==> config.mk <==
export PLATFORM = sky130hd
export DESIGN_NAME = pss_power_sequencer
export DESIGN_NICKNAME = d
export VERILOG_FILES = /design/src/pss_pkg.sv /design/src/pss_power_sequencer.sv
export VERILOG_INCLUDE_DIRS = /design/src
export SDC_FILE = /design/constraint.sdc
export NUM_CORES = 1
export LEC_CHECK = 0
export BUFFER_PORTS_ARGS = -buffer_cell sky130_fd_sc_hd__buf_2
export CORE_MARGIN = 2
export CORE_UTILIZATION = 62
export DETAILED_ROUTE_END_ITERATION = 8
export PLACE_DENSITY = 0.84
export SLEW_MARGIN = 20
export SYNTH_ARGS = -nofsm -noshare
export SYNTH_HDL_FRONTEND = slang
export SYNTH_SLANG_ARGS = --single-unit
==> constraint.sdc <==
create_clock -name aclk -period 5.65 [get_ports aclk]
set_clock_uncertainty 0.2 [all_clocks]
set_input_delay 0.8475 -clock aclk [delete_from_list [all_inputs] [get_ports aclk]]
set_output_delay 0.8475 -clock aclk [all_outputs]
set_load 0.02 [all_outputs]
==> src/pss_defines.svh <==
`ifndef PSS_DEFINES_SVH
`define PSS_DEFINES_SVH

// ----------------------------------------
// Register indices (byte address = 4 x index)
// ----------------------------------------
`define PSS_IDX_CTRL    8'hc0
`define PSS_IDX_NMI     8'hc4
`define PSS_IDX_SLPSEL  8'hc8
`define PSS_IDX_SUSSEL  8'hc9
`define PSS_IDX_SLPTMR  8'hcd
`define PSS_IDX_SUSTMR  8'hce
`define PSS_IDX_RESUME  8'hda

// ----------------------------------------
// Reset values and field positions
// ----------------------------------------
`define PSS_RST_SLPSEL  8'h0c
`define PSS_RST_SUSSEL  8'h00
`define PSS_RST_MASK    8'hff
`define PSS_PINS_ON     8'hff
`define PSS_OFF_PINS    8'h7b
`define PSS_MASK_EXT    1
`define PSS_MASK_SLEEP  4
`define PSS_MASK_SUSP   5
`define PSS_CTRL_OFF    7
`define PSS_WAKE_EXT    2'h1
`define PSS_WAKE_RTC    2'h2
`define PSS_WAKE_RING   2'h3
`define PSS_CAUSE_EXT   2'h1
`define PSS_CAUSE_SLEEP 2'h2
`define PSS_CAUSE_SUSP  2'h3

// ----------------------------------------
// Timing
// ----------------------------------------
`define PSS_CLK_NS      20
`define PSS_STOP_NS     15000
`define PSS_STOP_CYC    (`PSS_STOP_NS / `PSS_CLK_NS)
`define PSS_SEC_NS      1000000000
`define PSS_SEC_CYC     (`PSS_SEC_NS / `PSS_CLK_NS)
`define PSS_XTAL_RST    16
`define PSS_XTAL_CLK    2

`endif

==> src/pss_pkg.sv <==
package pss_pkg;

  typedef enum logic [1:0] {
    PM_ON      = 2'b00,
    PM_DOZE    = 2'b01,
    PM_SLEEP   = 2'b10,
    PM_SUSPEND = 2'b11
  } pss_pm_e;

  typedef enum logic [3:0] {
    SQ_RUN   = 4'h0,
    SQ_DACK  = 4'h1,
    SQ_PGO   = 4'h2,
    SQ_BURST = 4'h3,
    SQ_CLAMP = 4'h4,
    SQ_DOWN  = 4'h5,
    SQ_PGW   = 4'h6,
    SQ_PGDLY = 4'h7,
    SQ_RSTH  = 4'h8,
    SQ_CLKH  = 4'h9
  } pss_seq_e;

  typedef struct packed {
    pss_pm_e     pm;
    pss_seq_e    sq;
    logic        off;
    logic [1:0]  wake;
    logic        resumed;
    logic [1:0]  cause;
    logic        nmi;
    logic [7:0]  mask;
    logic [7:0]  slp_sel;
    logic [7:0]  sus_sel;
    logic [7:0]  slp_tmr;
    logic [7:0]  sus_tmr;
    logic [2:0]  div;
    logic [31:0] tick;
    logic [7:0]  idle;
    logic [31:0] cnt;
    logic        sw_prev;
    logic        ri_prev;
    logic        dack_prev;
    logic        pgo_prev;
    logic        awrdy;
    logic        wrdy;
    logic        aok;
    logic [7:0]  aidx;
    logic [7:0]  wd;
    logic        wen;
    logic        bvalid;
    logic [1:0]  bresp;
    logic        arrdy;
    logic        rvalid;
    logic [1:0]  rresp;
    logic [7:0]  rdata;
    logic        cpu_en;
    logic [2:0]  cpu_div;
    logic [7:0]  pins;
    logic        sys_pwr;
    logic        bus_rst_n;
    logic        pad_float;
    logic        clamp;
    logic        rtc_ref;
    logic        owner;
    logic        osc_en;
    logic        cpu_rst;
  } pss_state_s;

endpackage : pss_pkg

==> src/pss_power_sequencer.sv <==
// Contract
// - SLEEP divides CPU clock; divider write enables switch NMI
// - Unmasked SLEEP timeout raises NMI instead
// - Reading NMI mask register clears pending NMI
// - SLEEP command enters SLEEP from ON/DOZE
// - Idle timeout with masked NMI enters SLEEP
// - SLEEP exits on activity or command
// - SLEEP entry drives pins from SLEEP select
// - SUSPEND entry drives pins from SUSPEND select
// - CPU clock stops within 15 us
// - Nonzero SUSPEND timer raises NMI after SLEEP time
// - Switch rising edge raises NMI when unmasked
// - Writing 03h enters SUSPEND from ON/DOZE/SLEEP
// - Resume sources return ON, source recorded
// - Resume from SUSPEND keeps CPU running
// - Reading resume bit clears it
// - OFF skips refresh; leaving OFF resets CPU
// - SUSPEND clamps buses low; OFF floats all
// - Take memory, RTC refresh, stop clock, reset
// - Drop system power, clamp one second later
// - Wake releases clamp, powers up, awaits good
// - One second, 16 then 2 cycles to ON
// - Low state bits report and force state
//
// Implementation choice: the AXI4-Lite register port.
`timescale 1ns/1ps
`include "pss_defines.svh"

module pss_power_sequencer #(
  parameter int TICK_CYCLES = `PSS_SEC_CYC,
  parameter int SEC_CYCLES  = `PSS_SEC_CYC
) (
  input  wire logic        aclk,
  input  wire logic        aresetn,
  input  wire logic [11:0] s_axi_awaddr,
  input  wire logic        s_axi_awvalid,
  output logic             s_axi_awready,
  input  wire logic [31:0] s_axi_wdata,
  input  wire logic [3:0]  s_axi_wstrb,
  input  wire logic        s_axi_wvalid,
  output logic             s_axi_wready,
  output logic [1:0]       s_axi_bresp,
  output logic             s_axi_bvalid,
  input  wire logic        s_axi_bready,
  input  wire logic [11:0] s_axi_araddr,
  input  wire logic        s_axi_arvalid,
  output logic             s_axi_arready,
  output logic [31:0]      s_axi_rdata,
  output logic [1:0]       s_axi_rresp,
  output logic             s_axi_rvalid,
  input  wire logic        s_axi_rready,
  input  wire logic        activity,
  input  wire logic        power_switch_input,
  input  wire logic        ring_indicate_input,
  input  wire logic        rtc_alarm,
  input  wire logic        refresh_acknowledge_n,
  input  wire logic        power_good_out_strobe,
  input  wire logic        burst_refresh_done,
  input  wire logic        supply_power_good,
  output logic             nmi,
  output logic             cpu_core_clock_enable,
  output logic [2:0]       cpu_core_clock_divider,
  output logic [7:0]       power_control_pins,
  output logic             system_power_enable,
  output logic             bus_reset_out_n,
  output logic             pads_float,
  output logic             bus_clamp_low,
  output logic             refresh_on_rtc_clock,
  output logic             pmu_refresh_owner,
  output logic             main_osc_enable,
  output logic             cpu_reset
);
  import pss_pkg::*;

  // ----------------------------------------
  // Helpers
  // ----------------------------------------
  function automatic logic pss_mapped(input logic [7:0] i);
    pss_mapped = (i == `PSS_IDX_CTRL)   || (i == `PSS_IDX_NMI)    ||
                 (i == `PSS_IDX_SLPSEL) || (i == `PSS_IDX_SUSSEL) ||
                 (i == `PSS_IDX_SLPTMR) || (i == `PSS_IDX_SUSTMR) ||
                 (i == `PSS_IDX_RESUME);
  endfunction : pss_mapped

  function automatic logic pss_addr_ok(input logic [11:0] a);
    pss_addr_ok = (a[11:10] == 2'b00) && pss_mapped(a[9:2]);
  endfunction : pss_addr_ok

  localparam logic [31:0] STOP_LIM = 32'(`PSS_STOP_CYC - 1);
  localparam logic [31:0] SEC_LIM  = 32'(SEC_CYCLES - 1);
  localparam logic [31:0] TICK_LIM = 32'(TICK_CYCLES - 1);

  pss_state_s q;
  pss_state_s d;

  logic       sw_rise;
  logic       ri_rise;
  logic       do_wr;
  logic       tick;
  logic [7:0] ridx;

  // ----------------------------------------
  // Next-state logic
  // ----------------------------------------
  always_comb begin
    d       = q;
    sw_rise = power_switch_input && !q.sw_prev;
    ri_rise = ring_indicate_input && !q.ri_prev;
    tick    = (q.tick == TICK_LIM);
    ridx    = s_axi_araddr[9:2];
    do_wr   = !q.awrdy && !q.wrdy && !q.bvalid;
    d.sw_prev   = power_switch_input;
    d.ri_prev   = ring_indicate_input;
    d.dack_prev = refresh_acknowledge_n;
    d.pgo_prev  = power_good_out_strobe;
    d.tick      = tick ? 32'h0 : q.tick + 32'h1;
    d.cnt       = q.cnt + 32'h1;

    // Write channels are taken independently; answer after both
    if (s_axi_awvalid && q.awrdy) begin
      d.awrdy = 1'b0;
      d.aidx  = s_axi_awaddr[9:2];
      d.aok   = pss_addr_ok(s_axi_awaddr);
    end
    if (s_axi_wvalid && q.wrdy) begin
      d.wrdy = 1'b0;
      d.wd   = s_axi_wdata[7:0];
      d.wen  = s_axi_wstrb[0];
    end
    if (q.bvalid && s_axi_bready) begin
      d.bvalid = 1'b0;
      d.awrdy  = 1'b1;
      d.wrdy   = 1'b1;
    end
    if (do_wr) begin
      d.bvalid = 1'b1;
      d.bresp  = q.aok ? 2'b00 : 2'b11;
      if (q.aok && q.wen) begin
        case (q.aidx)
          `PSS_IDX_CTRL: begin
            if (q.sq == SQ_RUN) begin
              if (q.wd[1:0] == PM_SUSPEND) begin
                d.sq  = q.wd[`PSS_CTRL_OFF] ? SQ_PGO : SQ_DACK;
                d.off = q.wd[`PSS_CTRL_OFF];
                d.cnt = 32'h0;
              end else begin
                d.pm   = pss_pm_e'(q.wd[1:0]);
                d.idle = 8'h00;
              end
            end
          end
          `PSS_IDX_NMI:    d.mask    = q.wd;
          `PSS_IDX_SLPSEL: d.slp_sel = q.wd;
          `PSS_IDX_SUSSEL: d.sus_sel = q.wd;
          `PSS_IDX_SLPTMR: d.slp_tmr = q.wd;
          `PSS_IDX_SUSTMR: d.sus_tmr = q.wd;
          `PSS_IDX_RESUME: begin
            // divider write also unmasks switch NMI
            d.div                  = q.wd[2:0];
            d.mask[`PSS_MASK_EXT] = 1'b0;
          end
          default: d.div = q.div;
        endcase
      end
    end

    // Reads answer one cycle after the address is taken
    if (q.rvalid && s_axi_rready) begin
      d.rvalid = 1'b0;
      d.arrdy  = 1'b1;
    end
    if (s_axi_arvalid && q.arrdy) begin
      d.arrdy  = 1'b0;
      d.rvalid = 1'b1;
      d.rresp  = pss_addr_ok(s_axi_araddr) ? 2'b00 : 2'b11;
      d.rdata  = 8'h00;
      if (s_axi_araddr[11:10] == 2'b00) begin
        case (ridx)
          `PSS_IDX_CTRL: begin
            d.rdata   = {q.cause, 1'b0, q.resumed, q.wake, q.pm};
            d.resumed = 1'b0;
          end
          `PSS_IDX_NMI: begin
            d.rdata = {q.cause, q.mask[5:0]};
            d.nmi   = 1'b0;
            d.cause = 2'h0;
          end
          `PSS_IDX_SLPSEL: d.rdata = q.slp_sel;
          `PSS_IDX_SUSSEL: d.rdata = q.sus_sel;
          `PSS_IDX_SLPTMR: d.rdata = q.slp_tmr;
          `PSS_IDX_SUSTMR: d.rdata = q.sus_tmr;
          `PSS_IDX_RESUME: d.rdata = {q.owner, 4'h0, q.div};
          default:         d.rdata = 8'h00;
        endcase
      end
    end

    // Activity timers and NMI sources run only in SQ_RUN, SLEEP included
    if (q.sq == SQ_RUN) begin
      if (activity) begin
        d.idle = 8'h00;
        if (q.pm == PM_SLEEP) d.pm = PM_ON;
      end else if (tick && q.idle != 8'hff) begin
        d.idle = q.idle + 8'h01;
      end
      if (!activity && tick && q.pm != PM_SLEEP && q.slp_tmr != 8'h00 &&
          q.idle + 8'h01 == q.slp_tmr) begin
        if (q.mask[`PSS_MASK_SLEEP]) begin
          d.pm   = PM_SLEEP;
          d.idle = 8'h00;
        end else begin
          d.nmi   = 1'b1;
          d.cause = `PSS_CAUSE_SLEEP;
        end
      end
      // time spent in SLEEP against SUSPEND timer
      if (!activity && tick && q.pm == PM_SLEEP && q.sus_tmr != 8'h00 &&
          q.idle + 8'h01 == q.sus_tmr && !q.mask[`PSS_MASK_SUSP]) begin
        d.nmi   = 1'b1;
        d.cause = `PSS_CAUSE_SUSP;
      end
      if (sw_rise && !q.mask[`PSS_MASK_EXT]) begin
        d.nmi   = 1'b1;
        d.cause = `PSS_CAUSE_EXT;
      end
      // slowed clock in DOZE and SLEEP
      d.cpu_div = (d.pm == PM_ON) ? 3'h0 : q.div;
      d.pins    = (d.pm == PM_SLEEP) ? q.slp_sel : `PSS_PINS_ON;
    end

    // Suspend and resume sequencing
    case (q.sq)
      // Left alone so a suspend command taken above is not undone
      SQ_RUN: ;
      SQ_DACK: begin
        // take memory on refresh acknowledge rise
        if (refresh_acknowledge_n && !q.dack_prev) begin
          d.owner   = 1'b1;
          d.rtc_ref = 1'b1;
          d.sq      = SQ_PGO;
        end
      end
      SQ_PGO: begin
        // clock stops at strobe fall or the limit
        if ((!power_good_out_strobe && q.pgo_prev) || q.cnt >= STOP_LIM) begin
          d.cpu_en    = 1'b0;
          d.bus_rst_n = 1'b0;
          d.pad_float = 1'b1;
          d.pm        = PM_SUSPEND;
          d.pins      = q.sus_sel;
          if (q.off) begin
            // no refresh, power and RAM dropped
            d.sys_pwr = 1'b0;
            d.pins    = q.sus_sel & `PSS_OFF_PINS;
            d.cpu_rst = 1'b1;
            d.osc_en  = 1'b0;
            d.owner   = 1'b0;
            d.rtc_ref = 1'b0;
            d.sq      = SQ_DOWN;
          end else begin
            d.sq = SQ_BURST;
          end
        end
      end
      SQ_BURST: begin
        // power off once burst refresh ends
        if (burst_refresh_done) begin
          d.sys_pwr = 1'b0;
          d.cnt     = 32'h0;
          d.sq      = SQ_CLAMP;
        end
      end
      SQ_CLAMP: begin
        // clamp buses low a second later
        if (q.cnt == SEC_LIM) begin
          d.clamp  = 1'b1;
          d.osc_en = 1'b0;
          d.sq     = SQ_DOWN;
        end
      end
      SQ_DOWN: d.sq = SQ_DOWN;
      SQ_PGW: begin
        if (supply_power_good) begin
          d.cnt = 32'h0;
          d.sq  = SQ_PGDLY;
        end
      end
      SQ_PGDLY: begin
        // pads return a second after good
        if (q.cnt == SEC_LIM) begin
          d.pad_float = 1'b0;
          d.cnt       = 32'h0;
          d.sq        = SQ_RSTH;
        end
      end
      SQ_RSTH: begin
        // bus reset lifts after 16 cycles
        if (q.cnt == 32'(`PSS_XTAL_RST - 1)) begin
          d.bus_rst_n = 1'b1;
          d.cpu_rst   = 1'b0;
          d.cnt       = 32'h0;
          d.sq        = SQ_CLKH;
        end
      end
      SQ_CLKH: begin
        // CPU clock returns two cycles later
        if (q.cnt == 32'(`PSS_XTAL_CLK - 1)) begin
          d.cpu_en  = 1'b1;
          d.cpu_div = 3'h0;
          d.pm      = PM_ON;
          d.pins    = `PSS_PINS_ON;
          d.owner   = 1'b0;
          d.rtc_ref = 1'b0;
          d.off     = 1'b0;
          d.idle    = 8'h00;
          d.sq      = SQ_RUN;
        end
      end
      default: d.sq = SQ_RUN;
    endcase

    // any resume source wakes; source recorded
    if ((q.sq == SQ_CLAMP || q.sq == SQ_DOWN) &&
        (sw_rise || ri_rise || rtc_alarm)) begin
      d.wake    = sw_rise ? `PSS_WAKE_EXT :
                  rtc_alarm ? `PSS_WAKE_RTC : `PSS_WAKE_RING;
      // clamp released, power and oscillator on
      d.clamp   = 1'b0;
      d.sys_pwr = 1'b1;
      d.osc_en  = 1'b1;
      d.pins    = `PSS_PINS_ON;
      // CPU reset only when leaving OFF
      d.resumed = !q.off;
      d.sq      = SQ_PGW;
    end
  end

  // ----------------------------------------
  // State register
  // ----------------------------------------
  always_ff @(posedge aclk) begin
    if (!aresetn) begin
      q           <= '0;
      q.pm        <= PM_ON;
      q.sq        <= SQ_RUN;
      q.mask      <= `PSS_RST_MASK;
      q.slp_sel   <= `PSS_RST_SLPSEL;
      q.sus_sel   <= `PSS_RST_SUSSEL;
      q.awrdy     <= 1'b1;
      q.wrdy      <= 1'b1;
      q.arrdy     <= 1'b1;
      q.cpu_en    <= 1'b1;
      q.pins      <= `PSS_PINS_ON;
      q.sys_pwr   <= 1'b1;
      q.bus_rst_n <= 1'b1;
      q.osc_en    <= 1'b1;
    end else begin
      q <= d;
    end
  end

  // Every output is a field of the state register
  assign s_axi_awready          = q.awrdy;
  assign s_axi_wready           = q.wrdy;
  assign s_axi_bvalid           = q.bvalid;
  assign s_axi_bresp            = q.bresp;
  assign s_axi_arready          = q.arrdy;
  assign s_axi_rvalid           = q.rvalid;
  assign s_axi_rresp            = q.rresp;
  assign s_axi_rdata            = {24'h0, q.rdata};
  assign nmi                    = q.nmi;
  assign cpu_core_clock_enable  = q.cpu_en;
  assign cpu_core_clock_divider = q.cpu_div;
  assign power_control_pins     = q.pins;
  assign system_power_enable    = q.sys_pwr;
  assign bus_reset_out_n        = q.bus_rst_n;
  assign pads_float             = q.pad_float;
  assign bus_clamp_low          = q.clamp;
  assign refresh_on_rtc_clock   = q.rtc_ref;
  assign pmu_refresh_owner      = q.owner;
  assign main_osc_enable        = q.osc_en;
  assign cpu_reset              = q.cpu_rst;

  // ----------------------------------------
  // Assertions
  // ----------------------------------------
  nmi_read_clear_a : assert property (@(posedge aclk) disable iff (!aresetn)
    (s_axi_arvalid && q.arrdy && s_axi_araddr == 12'h310 && !tick && !sw_rise)
    |=> !nmi) else $error("NMI not cleared by read");

  sleep_divider_a : assert property (@(posedge aclk) disable iff (!aresetn)
    (q.sq == SQ_RUN && q.pm == PM_SLEEP && $stable(q.pm))
    |-> cpu_core_clock_divider == q.div) else $error("SLEEP divider wrong");

  sleep_pins_a : assert property (@(posedge aclk) disable iff (!aresetn)
    (q.sq == SQ_RUN && q.pm == PM_SLEEP && $stable(q.pm))
    |-> power_control_pins == q.slp_sel) else $error("SLEEP pins wrong");

  stop_bound_a : assert property (@(posedge aclk) disable iff (!aresetn)
    (q.sq == SQ_DACK || q.sq == SQ_PGO) |-> q.cnt <= STOP_LIM)
    else $error("CPU clock stop too late");

  off_float_a : assert property (@(posedge aclk) disable iff (!aresetn)
    (q.off && q.sq == SQ_DOWN) |-> (!bus_clamp_low && pads_float))
    else $error("OFF buses not floating");

  clock_gap_a : assert property (@(posedge aclk) disable iff (!aresetn)
    $rose(bus_reset_out_n) |-> !cpu_core_clock_enable ##2 cpu_core_clock_enable)
    else $error("CPU clock not two cycles after reset");

  wake_up_a : assert property (@(posedge aclk) disable iff (!aresetn)
    (q.sq == SQ_DOWN && rtc_alarm && !sw_rise) |=> (system_power_enable && !bus_clamp_low
    && q.wake == `PSS_WAKE_RTC)) else $error("Wake did not power up");

  ext_nmi_a : assert property (@(posedge aclk) disable iff (!aresetn)
    (q.sq == SQ_RUN && power_switch_input && !q.sw_prev && !q.mask[1])
    |=> nmi) else $error("Switch NMI missing");

  clamp_power_a : assert property (@(posedge aclk) disable iff (!aresetn)
    $rose(bus_clamp_low) |-> !system_power_enable && q.owner)
    else $error("Clamp with power on");

  resume_keep_a : assert property (@(posedge aclk) disable iff (!aresetn)
    (q.sq == SQ_BURST) |-> !cpu_reset) else $error("CPU reset on SUSPEND");

endmodule : pss_power_sequencer

==> results.cfg, run 1 <==
[timing]
setup_viol = 0
rsz0062_at_grt = no
timing.max_slew.rel_slack_pct = 30.2
hold_viol = 0
period_needed_ns = 3.30
slew_violations = 0
clock.fmax_ghz = 0.303
tightest_slew_ns = 1.04
fin_setup_tns_ns = 0
finalCritPeriodShare_pct = 58.4

[layout]
fin_nets = 1191
fill_cells = 1143
multi_input_area_um2 = 4820
fin_util_pct = 68.3
register_area_um2 = 3640
diodes = 0
layout-drive-gt1-share_pct = 11.7
area_growth_pct = 8.52

[clock_network]
clk_latency_ns = 0.44
postCtsResizedCells = 0
cts_root_buffer = clkbuf_16
post-cts-setup-buffers = 0
cts_tree = yes
clock_path_buffers = 2
cts.sinks = 182
clk_pin_slew_worst_paths_ns = 0.07
cts_buffers = 17
hold_buffers = 0
htree_num_levels = 4

[global_route]
grt_pass1_vias = 7297
track_usage_pct = 27.4
antenna_found_initial = 0
grt_first_pass_wirelength_mm = 35.0
grt_max_degree = 40
overflow = 0

[synthesis]
syn_area_um2 = 9040
syn_avg_cell_area_um2 = 8.34
async_reset_ff_share_pct = 0
synth-edff-count = 0
synthCells = 1084
ys_types = 68
ys.flop_type = dfxtp_1
yosys_warnings = 0
ys_seq_area_share_pct = 40.3
ys_ff_latch = 182

[drt]
firstDrtPassIters = 5
finalWirelength_mm = 21.3
drc = 0
avgViaCountPerCell = 5.94
via_count = 7771
drt_iter0_markers = 819
drtAntennaViolNets = 0
routedWlPerCell_um = 16.3

[power]
peakVddDrop_mv = 0.202
switching_share_pct = 24.1
p_int_uw = 1980
combPwrFrac_pct = 4.8
clkPwrFrac_pct = 44.4
seq_power_share_pct = 50.8
switchingPower_uw = 627
leakagePower_uw = 0.00364
power.density_nw_per_um2 = 265

[floorplan]
die_y_um = 125
core_um2 = 14400
start_util_pct = 62.9
pin_count = 137
rows = 44
die_area_um2 = 15600
die_w_um = 125

[place]
dp_hpwl_mm = 15.3
io_buffers = 81
finalWeightedCongestion = 0.886

[setup_path]
cp.arrival_ns = 3.42
slowest_stage = or4_1
path_class = register to register
crit_chain = or2_1, or3_1, or4_1, o31ai_4, o21ai_2, a21o_1, o31a_1
crit_family = simple AND/OR/NAND/NOR gates
crit_required_ns = 5.77
start_kind = register
end_kind = register
max_stage_delay_ns = 0.66
critPathMaxFanout = 13
cp.buffers_inverters = 0

[run_status]
outcome = complete, no violations

[min_path]
min_path_type = register to register

[job]
max_cap_violations = 0
-- synth_stat cells, drive strengths merged (3+ instances only) --
cell type	n	share of area (%)
and3	17	1.2
nor4b	3	0.29
a22oi	6	0.50
a31oi	10	0.76
nor4	20	1.5
and3b	4	0.39
o21ai	33	1.9
o22ai	10	0.69
mux2i	57	6.3
nor3	26	1.5
nand2	97	4.0
ha	5	0.69
o31a	7	0.68
clkbuf	41	1.7
o32a	6	0.66
o31ai	6	0.65
o211ai	6	0.50
nand2b	9	0.62
or3	11	0.76
nor2	153	6.4
and4	8	0.77
nand4	24	1.7
nand3	61	3.4
a21oi	45	2.5
xnor2	37	3.6
a211oi	10	0.83
nor2b	4	0.28
inv	28	1.2
nand3b	5	0.42
or2	4	0.28
and2	9	0.62
buf	60	4.5
xor2	42	4.1
a221o	3	0.33
nor3b	4	0.33
nor4bb	3	0.33
dfxtp	182	40
-- power groups by stage --
stage	logic [uW]	registers (uW)	clock network (uW)
finish	125	1320	1160
global route	139	1320	1230
CTS	125	1320	1170
detailed placement	124	1350	0
global placement	122	1350	0
floorplan	104	1340	0
-- flip-flops by register name, summed over array words and instances (netlist names), 3 cells and up --
signal                  flops
power_control_pins          8
s_axi_rdata                 8
cpu_core_clock_divider      3
q                         147
-- cell usage in the layout (no fill, tap or decap), types with 7 or more instances in the layout --
| cell | instances |
|---|---|
| nand2b_1 | 9 |
| or3_1 | 11 |
| nor2_1 | 153 |
| mux2i_1 | 57 |
| clkbuf_16 | 17 |
| and4_1 | 8 |
| nor3_1 | 25 |
| conb_1 | 24 |
| and2_1 | 8 |
| nand4_1 | 24 |
| xor2_1 | 42 |
| o21ai_0 | 26 |
| nor4_1 | 19 |
| inv_1 | 27 |
| a211oi_1 | 10 |
| and3_1 | 17 |
| dfxtp_1 | 182 |
| xnor2_1 | 37 |
| o31a_1 | 7 |
| a31oi_1 | 9 |
| nand3_1 | 61 |
| a21oi_1 | 45 |
| o22ai_1 | 10 |
| nand2_1 | 97 |
| buf_2 | 81 |
-- worst register-to-register path: stages (launching register included) --
cell     delay (ns)
dfxtp_1        0.44
or2_1          0.35
or3_1          0.55
or4_1          0.66
o31ai_4        0.30
o21ai_2        0.10
a21o_1         0.29
o31a_1         0.31
-- metal layers --
layer	wire length, um	vias up	track usage, %
met5	0	-	0
met4	781	0	13.5
met3	1370	58	5.11
met2	10200	312	46.8
met1	8980	3616	33.1
li1	-	3785	-
-- cells by family after synthesis --
kind of cell    synth area share [%]
compound gates                  11.7
simple gates                    25.4
other cells                   0.0415
flops                           40.3
mux                             6.31
fa+ha+maj                      0.692
xor+xnor                        8.15
buf+inv                         7.40
-- worst paths after layout --
path              startpoint                     to  slack (ns)  depth (start not counted)
setup reg to reg      q[182]  power_control_pins[5]        2.35                          7
setup / recovery      q[182]  power_control_pins[5]        2.35                          7
hold reg to reg        q[99]                  q[99]        0.25                          1
hold / removal         q[99]                  q[99]        0.25                          1
-- per-stage QoR --
stage	hold slack (ns)	total power (uW)	instance area, um2	cells	setup WS, ns
after CTS	0.255	2610	9810	1308	2.39
final	0.252	2600	9810	1308	2.35
after detailed placement	0.240	1470	9240	1276	2.41
after global routing	0.267	2690	9810	1308	2.10
after floorplan	0.218	1450	9130	1107	2.95
after global placement	0.229	1470	9240	1276	2.43
-- layout make-up --
| type | instances | share of cell area [%] |
|---|---|---|
| clock inverters | 12 | 1.21 |
| flip-flops and latches | 182 | 37.1 |
| multi-input cells | 796 | 49.1 |
| well taps | 184 | 2.35 |
| inverters | 28 | 1.07 |
| clock buffers | 20 | 4.65 |
| repair buffers | 86 | 4.51 |
Note: power is estimated with default switching activity, not from simulation.
==> run 2, diff against run 1 <==
CORE_UTILIZATION = 52   (was 62)
PLACE_DENSITY = 0.75   (was 0.84)
clock period = 2.8 ns   (was 5.65 ns; I/O delays follow)
==> run 2 against run 1 <==
Critical path depth grew 2. Register-to-register slack lost 2.2 ns. Setup slack lost 2.2 ns. Total power grew 100%.
==> results.cfg, run 2 (same netlist as run 1, synthesis figures left out) <==
[clock_network]
clock_path_buffers = 2
clk_pin_slew_worst_paths_ns = 0.08
postCtsResizedCells = 0
cts.sinks = 182
cts_buffers = 17
clk_latency_ns = 0.44
hold_buffers = 0
post-cts-setup-buffers = 0
htree_num_levels = 4
cts_root_buffer = clkbuf_16
cts_tree = yes

[setup_path]
crit_chain = inv_1, ha_1, nand2b_1, a31oi_1, o21bai_2, a2111oi_4, nor2_1, o32a_1, o31a_1
end_kind = register
crit_required_ns = 2.93
start_kind = register
path_class = register to register
slowest_stage = a2111oi_4
max_stage_delay_ns = 0.46
critPathMaxFanout = 8
cp.arrival_ns = 2.77

[floorplan]
die_y_um = 136
core_um2 = 17200
start_util_pct = 52.6
die_area_um2 = 18500
die_w_um = 136
pin_count = 137
rows = 48

[drt]
drtAntennaViolNets = 0
avgViaCountPerCell = 5.64
finalWirelength_mm = 22.4
via_count = 7907
drc = 0
drt_iter0_markers = 596
routedWlPerCell_um = 16.0
firstDrtPassIters = 5

[timing]
timing.max_slew.rel_slack_pct = 56.0
rsz0062_at_grt = yes
fin_setup_tns_ns = 0
setup_viol = 0
tightest_slew_ns = 0.658
slew_violations = 0
layout_setup_ws_ns = 0.154
finalCritPeriodShare_pct = 94.5
hold_viol = 0
period_needed_ns = 2.65
clock.fmax_ghz = 0.378

[global_route]
track_usage_pct = 24.7
grt_first_pass_wirelength_mm = 36.1
overflow = 0
antenna_found_initial = 0
grt_pass1_vias = 7328
grt_max_degree = 44

[layout]
fin_area_um2 = 10300
layout_common_cells = 182 x dfxtp_1, 153 x nor2_1, 97 x nand2_1, 81 x buf_2, 61 x nand3_1
diodes = 0
final_common_cell = dfxtp_1
regMostFlops = q
largest_register_ffs = 147
area_growth_pct = 14.3
layout-drive-gt1-share_pct = 16.6
fin_nets = 1245

[place]
io_buffers = 81
post_dp_cell_area_um2 = 9690
dp_hpwl_mm = 16.3
place_ws_ns = 0.0959
finalWeightedCongestion = 0.879

[run_status]
outcome = complete, no violations

[power]
power.density_nw_per_um2 = 509
peakVddDrop_mv = 0.507
leakagePower_uw = 0.00393

[job]
max_cap_violations = 0

[min_path]
min_path_type = input pin to register
==> run 2: changes by cell type in the layout (fill, tap and decap cells not counted), moves of 2 or more <==
| cell | delta |
|---|---|
| clkinv_8 | +2 |
| clkinv_4 | +2 |
| buf_4 | +54 |
| nor4_1 | -3 |
| nor4_2 | +3 |
| clkinvlp_4 | -2 |
==> run 2: power breakdown <==
part,leakage [uW],switching [uW],internal (uW)
registers,0.00147,39.3,2620
logic,0.00218,186,100
clock network,0.000279,1120,1200
==> run 2: area by class of cell <==
class	count	area (um2)
clock buffer	18	439
clock inverter	14	139
fill	1557	6840
inverter	28	105
multi-input combinational	796	4880
sequential	182	3640
tap	225	282
timing repair buffer	140	848
==> run 2: metrics by stage <==
stage	util, %	hold slack [ns]	instances	total power, uW
floorplan	-	0.218	1107	2920
global placement	56.4	0.229	1371	3000
CTS	59.8	0.0111	1403	5300
detailed placement	56.4	0.240	1371	3000
finish	60.2	0.0148	1403	5260
global route	60.2	0.0387	1403	5440
==> run 2: worst paths after layout <==
check | startpoint | to | slack (ns) | cells after the start
hold / removal | rtc_alarm | q[178] | 0.01 | 2
setup / recovery | q[60] | power_control_pins[0] | 0.15 | 9
hold reg to reg | q[99] | q[99] | 0.25 | 1
setup reg to reg | q[60] | power_control_pins[0] | 0.15 | 9
==> run 2: layer usage <==
| layer | global-route usage, % | wire length (um) |
|---|---|---|
| met5 | 0 | 0 |
| met4 | 11.2 | 754 |
| met3 | 4.25 | 1250 |
| met2 | 40.6 | 10500 |
| met1 | 31.7 | 9910 |
==> run 2: worst max-delay path, delay by kind of cell (launching register included) <==
family | cells | cell delay, ns
and+or+nand+nor | 2 | 0.40
DFF | 1 | 0.37
buffers and inverters | 1 | 0.08
AOI/OAI and AO/OA | 5 | 1.28
adders and majority gates | 1 | 0.19
